<file path="config.mk">
export PLATFORM = sky130hd
export DESIGN_NAME = pci_config_mirror_regs
export DESIGN_NICKNAME = d
export VERILOG_FILES = /design/src/common/pci_mirror_pkg.sv /design/src/logic/wb_classic_slave.sv /design/src/logic/parity_error_unit.sv /design/src/logic/pci_config_mirror_regs.sv
export SDC_FILE = /design/constraint.sdc
export NUM_CORES = 1
export LEC_CHECK = 0
export BUFFER_PORTS_ARGS = -buffer_cell sky130_fd_sc_hd__buf_2
export CAP_MARGIN = 20
export CORE_ASPECT_RATIO = 1.25
export CORE_UTILIZATION = 35
export DETAILED_ROUTE_END_ITERATION = 6
export PLACE_DENSITY = 0.57
export REMOVE_ABC_BUFFERS = 1
export SLEW_MARGIN = 20
export SYNTH_ARGS = -nofsm -noshare
export SYNTH_HDL_FRONTEND = slang
export SYNTH_HIERARCHICAL = 1
export SYNTH_SLANG_ARGS = --single-unit
</file>
<file path="constraint.sdc">
create_clock -name clk_i -period 2.7 [get_ports clk_i]
set_input_delay 0.27 -clock clk_i [delete_from_list [all_inputs] [get_ports clk_i]]
set_output_delay 0.27 -clock clk_i [all_outputs]
set_load 0.1 [all_outputs]
</file>
<file path="src/common/pci_mirror_pkg.sv">
package pci_mirror_pkg;

  // register byte offsets
  localparam logic [7:0] OFS_CMD = 8'h00;
  localparam logic [7:0] OFS_CLREV = 8'h04;
  localparam logic [7:0] OFS_LINE = 8'h08;
  localparam logic [7:0] OFS_ISTAT = 8'h0C;
  localparam logic [7:0] OFS_IMASK = 8'h10;

  // command half field positions
  localparam int BIT_IO = 0;
  localparam int BIT_MEM = 1;
  localparam int BIT_MST = 2;
  localparam int BIT_SPC = 3;
  localparam int BIT_MWI = 4;
  localparam int BIT_PAL = 5;
  localparam int BIT_PER = 6;
  localparam int BIT_SERR = 8;
  localparam int BIT_B2B = 9;
  // status half field positions
  localparam int BIT_MPR = 24;
  localparam int BIT_SSE = 30;
  localparam int BIT_DET = 31;

  // writable command bits: 8,6,4,3,2,1
  localparam logic [31:0] CMD_WMASK = 32'h0000_015E;
  // medium decode timing hardwired as 01 in bits 26-25
  localparam logic [31:0] CMD_FIXED = 32'h0200_0000;
  localparam logic [31:0] CMD_RST = 32'h0000_0000;
  localparam logic [31:0] CLREV_RST = 32'h0000_0000;
  localparam logic [31:0] LINE_WMASK = 32'h0000_FFFF;
  localparam logic [31:0] LINE_RST = 32'h0000_0000;

  // interrupt status / mask layout
  localparam int IRQ_W = 3;
  localparam int IRQ_DET = 0;
  localparam int IRQ_SSE = 1;
  localparam int IRQ_MPR = 2;
  localparam logic [IRQ_W-1:0] IRQ_RST = 3'h0;

  function automatic logic [31:0] lane_mask(input logic [3:0] sel);
    lane_mask = {{8{sel[3]}}, {8{sel[2]}}, {8{sel[1]}}, {8{sel[0]}}};
  endfunction

  function automatic logic [31:0] wmerge(input logic [31:0] old, input logic [31:0] nw,
                                         input logic [3:0] sel, input logic [31:0] wm);
    logic [31:0] m;
    m = lane_mask(sel) & wm;
    wmerge = (old & ~m) | (nw & m);
  endfunction

endpackage

</file>
<file path="src/logic/wb_classic_slave.sv">
`timescale 1ns/10ps
`default_nettype none
module wb_classic_slave (
  input wire logic clk_i,
  input wire logic rst_i,
  input wire logic cyc_i,
  input wire logic stb_i,
  input wire logic we_i,
  input wire logic [31:0] rdata_i,
  output logic ack_o,
  output logic [31:0] dat_o,
  output logic wr_o
);
  logic ack_q;
  logic [31:0] dat_q;

  // one wait state; ack drops in the cycle after it was given
  always_ff @(posedge clk_i) begin
    if (rst_i) begin
      ack_q <= 1'b0;
    end else begin
      ack_q <= cyc_i & stb_i & ~ack_q;
    end
  end

  // read data captured with ack so it is stable when sampled
  always_ff @(posedge clk_i) begin
    if (rst_i) begin
      dat_q <= 32'h0000_0000;
    end else if (cyc_i && stb_i && !ack_q) begin
      dat_q <= rdata_i;
    end
  end

  // write lands only at the edge where the master sees ack
  assign wr_o = cyc_i & stb_i & we_i & ack_q;
  assign ack_o = ack_q;
  assign dat_o = dat_q;
endmodule
`default_nettype wire

</file>
<file path="src/logic/parity_error_unit.sv">
`timescale 1ns/10ps
`default_nettype none
module parity_error_unit (
  input wire logic clk_i,
  input wire logic rst_i,
  input wire logic par_err_i,
  input wire logic sys_err_i,
  input wire logic master_active_i,
  input wire logic perr_pin_n_i,
  input wire logic par_resp_en_i,
  input wire logic serr_en_i,
  output logic perr_pin_o,
  output logic perr_oe_o,
  output logic serr_pin_o,
  output logic serr_oe_o,
  output logic det_o,
  output logic sse_o,
  output logic mpr_o
);
  logic perr_oe_q, serr_oe_q, det_q, mpr_q, pin_low;

  assign pin_low = ~perr_pin_n_i;

  // open drain: level is always low, the enable carries the event
  always_ff @(posedge clk_i) begin
    if (rst_i) begin
      perr_oe_q <= 1'b0;
    end else begin
      perr_oe_q <= par_err_i & par_resp_en_i; // RQ3 RQ4
    end
  end

  always_ff @(posedge clk_i) begin
    if (rst_i) begin
      serr_oe_q <= 1'b0;
    end else begin
      serr_oe_q <= sys_err_i & serr_en_i; // RQ2
    end
  end

  // detection is flagged even with the response disabled
  always_ff @(posedge clk_i) begin
    if (rst_i) begin
      det_q <= 1'b0;
      mpr_q <= 1'b0;
    end else begin
      det_q <= par_err_i; // RQ14
      mpr_q <= par_resp_en_i & master_active_i & ((par_err_i & par_resp_en_i) | pin_low); // RQ15
    end
  end

  assign perr_pin_o = 1'b0;
  assign serr_pin_o = 1'b0;
  assign perr_oe_o = perr_oe_q;
  assign serr_oe_o = serr_oe_q;
  assign det_o = det_q;
  assign sse_o = serr_oe_q;
  assign mpr_o = mpr_q;
endmodule
`default_nettype wire

</file>
<file path="src/logic/pci_config_mirror_regs.sv">
// Summary of operation
// RQ1 - fast back-to-back enable bit 9 reads zero; never used
// RQ2 - system error pin driven only while system error drive enable is set
// RQ3 - parity response enable set: parity error pin driven on detected errors
// RQ4 - parity response disabled: flag still set, pin not driven, operation continues
// RQ5 - palette snoop bit 5 reads zero, no snooping
// RQ6 - write-and-invalidate used only while its enable bit 4 is set
// RQ7 - special cycles ignored unless special cycle enable bit 3 set
// RQ8 - bus mastering only while master enable bit 2 set
// RQ9 - memory accesses claimed only while memory space enable bit 1 set
// RQ10 - io space enable bit 0 reads zero; io never claimed
// RQ11 - loader writes class and revision mirror before configuration access opens
// RQ12 - class code bits 31-8 and revision bits 7-0 are read/write
// RQ13 - self-test and header bytes read zero; latency and line bytes writable
// RQ14 - detected parity flag bit 31 set on every detected parity error
// RQ15 - master parity flag bit 24 needs response enable, pin and mastership
// RQ16 - writes to fixed or reserved command/status bits are ignored
`timescale 1ns/10ps
`default_nettype none
module pci_config_mirror_regs #(
  parameter int ADDR_W = 8
) (
  input wire logic clk_i,
  input wire logic rst_i,
  input wire logic cyc_i,
  input wire logic stb_i,
  input wire logic we_i,
  input wire logic [ADDR_W-1:0] adr_i,
  input wire logic [3:0] sel_i,
  input wire logic [31:0] dat_i,
  output logic [31:0] dat_o,
  output logic ack_o,
  output logic irq_o,
  input wire logic parity_error_detect_i,
  input wire logic system_error_event_i,
  input wire logic master_active_i,
  input wire logic parity_error_pin_n_i,
  output logic parity_error_pin_o,
  output logic parity_error_pin_oe_o,
  output logic system_error_pin_o,
  output logic system_error_pin_oe_o,
  input wire logic master_request_i,
  input wire logic write_invalidate_request_i,
  input wire logic special_cycle_i,
  input wire logic memory_hit_i,
  input wire logic io_hit_i,
  output logic master_request_o,
  output logic write_invalidate_o,
  output logic special_cycle_accept_o,
  output logic memory_claim_o,
  output logic io_claim_o,
  output logic back_to_back_o,
  output logic [31:0] config_class_revision_o,
  output logic [7:0] latency_timer_o,
  output logic [7:0] cache_line_words_o
);
  if (ADDR_W < 5) begin : g_chk
    $error("ADDR_W too small for register map");
  end

  logic [31:0] ctl_q, ctl_d;
  logic [31:0] clrev_q;
  logic [15:0] line_q;
  logic det_q, sse_q, mpr_q;
  logic [pci_mirror_pkg::IRQ_W-1:0] istat_q, imask_q, ev;
  logic irq_q;
  logic mreq_q, mwi_q, spc_q, mem_q, io_q, b2b_q;
  logic wr, wr_cmd, wr_clrev, wr_line, wr_istat, wr_imask;
  logic [7:0] a8;
  logic [31:0] cmd_rd, rd_d, clr;
  logic ev_det, ev_sse, ev_mpr;

  wb_classic_slave u_bus (
    .clk_i(clk_i),
    .rst_i(rst_i),
    .cyc_i(cyc_i),
    .stb_i(stb_i),
    .we_i(we_i),
    .rdata_i(rd_d),
    .ack_o(ack_o),
    .dat_o(dat_o),
    .wr_o(wr)
  );

  parity_error_unit u_err (
    .clk_i(clk_i),
    .rst_i(rst_i),
    .par_err_i(parity_error_detect_i),
    .sys_err_i(system_error_event_i),
    .master_active_i(master_active_i),
    .perr_pin_n_i(parity_error_pin_n_i),
    .par_resp_en_i(ctl_q[pci_mirror_pkg::BIT_PER]),
    .serr_en_i(ctl_q[pci_mirror_pkg::BIT_SERR]),
    .perr_pin_o(parity_error_pin_o),
    .perr_oe_o(parity_error_pin_oe_o),
    .serr_pin_o(system_error_pin_o),
    .serr_oe_o(system_error_pin_oe_o),
    .det_o(ev_det),
    .sse_o(ev_sse),
    .mpr_o(ev_mpr)
  );

  // upper address bits beyond the map alias nothing: unmapped reads zero
  if (ADDR_W > 8) begin : g_wide_adr
    // 8'hFF is no register offset, so any high bit lands in the default arm
    assign a8 = (|adr_i[ADDR_W-1:8]) ? 8'hFF : adr_i[7:0];
  end else begin : g_narrow_adr
    assign a8 = 8'(adr_i);
  end
  assign wr_cmd = wr && (a8 == pci_mirror_pkg::OFS_CMD);
  assign wr_clrev = wr && (a8 == pci_mirror_pkg::OFS_CLREV);
  assign wr_line = wr && (a8 == pci_mirror_pkg::OFS_LINE);
  assign wr_istat = wr && (a8 == pci_mirror_pkg::OFS_ISTAT);
  assign wr_imask = wr && (a8 == pci_mirror_pkg::OFS_IMASK);
  assign clr = dat_i & pci_mirror_pkg::lane_mask(sel_i);

  // only the documented enables can ever hold a one
  assign ctl_d = pci_mirror_pkg::wmerge(ctl_q, dat_i, sel_i, pci_mirror_pkg::CMD_WMASK); // RQ16

  always_ff @(posedge clk_i) begin
    if (rst_i) begin
      ctl_q <= pci_mirror_pkg::CMD_RST;
    end else if (wr_cmd) begin
      ctl_q <= ctl_d; // RQ1 RQ5 RQ10 RQ16
    end
  end

  // status flags: write one to clear, a new event wins over the clear
  always_ff @(posedge clk_i) begin
    if (rst_i) begin
      det_q <= 1'b0;
      sse_q <= 1'b0;
      mpr_q <= 1'b0;
    end else begin
      det_q <= ev_det | (det_q & ~(wr_cmd & clr[pci_mirror_pkg::BIT_DET])); // RQ14
      sse_q <= ev_sse | (sse_q & ~(wr_cmd & clr[pci_mirror_pkg::BIT_SSE]));
      mpr_q <= ev_mpr | (mpr_q & ~(wr_cmd & clr[pci_mirror_pkg::BIT_MPR])); // RQ15
    end
  end

  // contents nominally undefined after reset; cleared for determinism
  always_ff @(posedge clk_i) begin
    if (rst_i) begin
      clrev_q <= pci_mirror_pkg::CLREV_RST;
    end else if (wr_clrev) begin
      clrev_q <= pci_mirror_pkg::wmerge(clrev_q, dat_i, sel_i, 32'hFFFF_FFFF); // RQ12
    end
  end

  always_ff @(posedge clk_i) begin
    if (rst_i) begin
      line_q <= pci_mirror_pkg::LINE_RST[15:0];
    end else if (wr_line) begin
      line_q <= 16'(pci_mirror_pkg::wmerge({16'h0000, line_q}, dat_i, sel_i,
                                           pci_mirror_pkg::LINE_WMASK)); // RQ13
    end
  end

  assign ev = {ev_mpr, ev_sse, ev_det};

  always_ff @(posedge clk_i) begin
    if (rst_i) begin
      istat_q <= pci_mirror_pkg::IRQ_RST;
    end else begin
      istat_q <= ev | (istat_q & ~({pci_mirror_pkg::IRQ_W{wr_istat}} &
                                   clr[pci_mirror_pkg::IRQ_W-1:0]));
    end
  end

  always_ff @(posedge clk_i) begin
    if (rst_i) begin
      imask_q <= pci_mirror_pkg::IRQ_RST;
    end else if (wr_imask && sel_i[0]) begin
      imask_q <= dat_i[pci_mirror_pkg::IRQ_W-1:0];
    end
  end

  // registered so the pin is glitch free; one cycle behind status
  always_ff @(posedge clk_i) begin
    if (rst_i) begin
      irq_q <= 1'b0;
    end else begin
      irq_q <= |(istat_q & imask_q);
    end
  end

  // back-end gating, one flop so every pin is registered
  always_ff @(posedge clk_i) begin
    if (rst_i) begin
      mreq_q <= 1'b0;
      mwi_q <= 1'b0;
      spc_q <= 1'b0;
      mem_q <= 1'b0;
      io_q <= 1'b0;
      b2b_q <= 1'b0;
    end else begin
      mreq_q <= master_request_i & ctl_q[pci_mirror_pkg::BIT_MST]; // RQ8
      mwi_q <= write_invalidate_request_i & ctl_q[pci_mirror_pkg::BIT_MWI]
               & ctl_q[pci_mirror_pkg::BIT_MST]; // RQ6
      spc_q <= special_cycle_i & ctl_q[pci_mirror_pkg::BIT_SPC]; // RQ7
      mem_q <= memory_hit_i & ctl_q[pci_mirror_pkg::BIT_MEM]; // RQ9
      io_q <= io_hit_i & ctl_q[pci_mirror_pkg::BIT_IO]; // RQ10
      b2b_q <= ctl_q[pci_mirror_pkg::BIT_B2B]; // RQ1
    end
  end

  always_comb begin
    cmd_rd = (ctl_q & pci_mirror_pkg::CMD_WMASK) | pci_mirror_pkg::CMD_FIXED; // RQ16
    cmd_rd[pci_mirror_pkg::BIT_DET] = det_q;
    cmd_rd[pci_mirror_pkg::BIT_SSE] = sse_q;
    cmd_rd[pci_mirror_pkg::BIT_MPR] = mpr_q;
  end

  always_comb begin
    unique case (a8)
      pci_mirror_pkg::OFS_CMD: rd_d = cmd_rd;
      pci_mirror_pkg::OFS_CLREV: rd_d = clrev_q;
      pci_mirror_pkg::OFS_LINE: rd_d = {16'h0000, line_q}; // RQ13
      pci_mirror_pkg::OFS_ISTAT: rd_d = {29'h0000_0000, istat_q};
      pci_mirror_pkg::OFS_IMASK: rd_d = {29'h0000_0000, imask_q};
      default: rd_d = 32'h0000_0000;
    endcase
  end

  // header mirror valid only once the loader has written it first
  assign config_class_revision_o = clrev_q; // RQ11
  assign latency_timer_o = line_q[15:8];
  assign cache_line_words_o = line_q[7:0];
  assign irq_o = irq_q;
  assign master_request_o = mreq_q;
  assign write_invalidate_o = mwi_q;
  assign special_cycle_accept_o = spc_q;
  assign memory_claim_o = mem_q;
  assign io_claim_o = io_q;
  assign back_to_back_o = b2b_q;
endmodule
`default_nettype wire

</file>
==> impl.org <==
** Run status
- The run finished with clean final reports.

** Finish
- After routing the design area is 6090 sq um.
- In the final layout, the share of cells above drive strength 1 is 28.2%.
- Reg area :: 2100 sq um
- From synthesis to final layout, the design area changed by 21.6%.
- The net count of the finished layout is 688.
- The multi-input combinational cells in the finished layout cover a total of 2660 sq um.
- Utilization of the core after routing :: 43.9%
- The number of antenna diodes in the final layout is 0.
- Fill cells in the final layout number 1412.

** Timing
- Clock skew on the completed layout was measured at 0.00869 ns.
- Part of the cycle the worst path needs :: 71.0%
- Setup repair after global routing missed its margin :: false
- Number of hold violations in the final report :: 0
- Setup violations remaining at the end of the flow were counted as 0.
- At the pin with the least slew margin, the transition time is 0.629 ns.
- Final setup TNS :: 0 ns
- Relative slew slack :: 57.7%
- For the finished layout, the period the worst path requires is 1.92 ns.
- Maximum frequency from static timing analysis :: 0.522 GHz
- Max-slew violation count :: 0

** CTS
- In this run, CTS created clock tree buffers numbering 9.
- Post-cts gate resize count :: 0
- Clock tree synthesis found a total of 105 sinks.
- Post-CTS setup buffer count :: 0
- TritonCTS built the clock tree.
- Root buffer selected by CTS :: clkbuf_16
- In this run the number of H-tree levels came out at 3.
- Post-cts hold buffer count :: 0
- Clock tree buffer depth :: 2
- Reg clk slew, reported paths :: 0.07 ns
- Latest clock arrival within the worst-skew pair :: 0.35 ns

** Global routing
- Global routing used 17.6% of the available tracks across all layers.
- Wire length of the first global-routing pass :: 19900 um
- Vias in the first global route :: 3923
- Largest net degree at the start of global routing :: 95
- Initial antenna violation count :: 0
- Final global-route overflow total :: 0

** Routing
- For this run, design rule violations remaining after detail routing come to 0.
- The first detailed-routing pass ran for 4 iterations.
- In this run, the number of DRC markers left after iteration 0 of detailed routing was 105.
- Summing over every cut layer, the via total after detailed routing is 4013.
- After detailed routing, the total wire length is 12800 um.
- The routed design uses 6490 um of met2 wire.
- Detailed routing placed a total of 552 um of wire on met3.
- In this run the remaining antenna-violating nets after routing total 0.
- After detailed routing, the wire length on met1 is 5500 um.
- Using the TritonRoute via totals, the vias-per-cell ratio works out to 4.95.
- Dividing the detail-routed wire length by the instance count gives 15.8 um.
- Signal routing reaches up to met4.

** Place
- Input and output buffers added on the ports amount to 144.
- At the end of routability-driven placement, the weighted congestion stood at 0.846.
- Once placement finished, the instance area stood at 5800 sq um.
- Sum of net half-perimeters after detailed placement :: 9190 um

** Worst setup path
- STA puts the critical path data required time at 2.97 ns.
- Capturing element type of the critical path :: flip-flop
- Critical Path AT :: 2.19 ns
- The worst setup path is of the in2reg kind.
- Of all nets on the critical path, the largest fanout is 8.
- Critical Path Start Type :: input port

** Synthesis
- Counting distinct cell types in the post-synthesis netlist gives 43.
- Largest family of logic cells by synthesized area :: simple AND/OR/NAND/NOR gates
- Multiplexer cells account for 17.0% of the synthesized area.
- The synthesized netlist devotes 7.26% of its cell area to compound gates.
- Dividing the synthesized area by the synthesized cell count gives 9.87 sq um.
- Share of synthesized area occupied by flip-flops and latches :: 41.9%
- Of all cell types, the one taking the most synthesized area is dfxtp_1.
- Share of synthesized cell area in and, or, nand and nor gates :: 28.1%
- Summed over its instances, the top area cell type makes up 41.9% of the synthesized netlist area.
- Synthesis-stage register bit count :: 105
- Leading cell types by count after synthesis :: nand2b_1 (136), dfxtp_1 (105), mux2i_1 (83), clkbuf_1 (22), and3_1 (19)
- Among all flip-flop cells after synthesis, the most frequent one is dfxtp_1.
- Summing the areas of all xor and xnor instances in the mapped netlist gives 0% of the synthesized area.
- In the synthesized netlist, the number of instances is 508.
- The synthesized netlist devotes 0% of its cell area to adder and majority cells.
- In the synthesized netlist the async set-or-reset flop fraction comes to 0%.
- Number of synthesized flops with an enable pin :: 0
- Sorting the synthesized cells by area gives the leading types as dfxtp_1 (42%), nand2b_1 (17%), mux2i_1 (17%).
- During synthesis, Yosys emitted a total of 6 warnings.
- The cell area that synthesis handed to floorplanning was 5010 sq um.
- Most instantiated library cell after synthesis :: nand2b_1

** Floorplanning
- Die Footprint :: 14800 sq um
- Core area :: 13900 sq um
- Y dimension of the die :: 136 um
- 150 I/O pins were placed.
- Initial Util :: 36.1%
- The floorplan has 48 rows.
- Die width :: 109 um

** Power
- In this run the static leakage power is 2.70 nW.
- VDD sags by at most 0.300 mV.
- Power density cells :: 506 nW/um^2

** Job
- Max-cap violations :: 0

** Min path
- Class of the tightest hold or removal check :: in2reg
## routing by layer
metal,GRT usage [%],vias to the layer above
met4,7.06,0
met2,30.1,89
met1,21.3,1909
li1,-,1999
met3,3.69,16
met5,0,-
## layout by cell type, fill, tap and decap left out, types with 3 or more instances in the layout
cell type,Yosys,layout
buf_2,6,143
nand2b_1,136,136
dfxtp_1,105,105
mux2i_1,83,83
and3_1,19,19
nor2_1,13,13
a22o_1,12,12
nand2_1,11,11
nand4_1,10,10
nor2b_1,9,9
o31ai_1,9,9
a21oi_1,9,9
clkbuf_16,0,9
a311oi_1,6,6
buf_4,7,6
and2_1,5,5
a221o_1,4,4
conb_1,2,4
clkbuf_1,22,4
nand3_1,3,3
buf_12,3,3
## report_power, final
part,internal (mW),switching [mW]
Sequential,1.55,0.00283
Clock,0.747,0.566
Combinational,0.0937,0.126
Total,2.39,0.695
## cells by family after synthesis
kind of cell           after synthesis
buffers and inverters               44
other                                2
AOI/OAI and AO/OA                   47
muxes                               85
DFF                                105
and+or+nand+nor                    225
## final cells by class
class	count	area share, %
Inverter	1	0.0616
Tap cell	175	3.59
Clock buffer	14	4.17
Timing Repair Buffer	152	13.5
Clock inverter	2	0.616
Multi-Input combinational cell	361	43.6
Sequential cell	105	34.5
## worst max-delay path: stages
cell and delay (ns):
buf_2 0.15, or4_1 0.73, buf_4 0.27, nor3_4 0.51, mux2i_1 0.25
## path summary, 6_finish.rpt
| check | start | endpoint | slack, ns | depth (start not counted) |
|---|---|---|---|---|
| max | adr_i[4] | flip-flop | 0.78 | 5 |
| min reg2reg | flip-flop | u_err/serr_oe_o | 0.45 | 2 |
| min | master_request_i | master_request_o | 0.13 | 3 |
| max reg2reg | u_bus/ack_o | flip-flop | 1.00 | 4 |
## through the flow
| stage | setup slack (ns) | hold WS, ns | cells | power [mW] |
|---|---|---|---|---|
| CTS | 0.760 | 0.123 | 810 | 3.13 |
| finish | 0.784 | 0.133 | 810 | 3.09 |
| detailed placement | 0.391 | 0.435 | 794 | 1.81 |
| global placement | 0.424 | 0.436 | 794 | 1.81 |
| floorplan | 0.0771 | 0.339 | 467 | 1.71 |
| global route | 0.650 | 0.138 | 810 | 3.21 |
No activity file was read; power rests on OpenSTA's default activity.
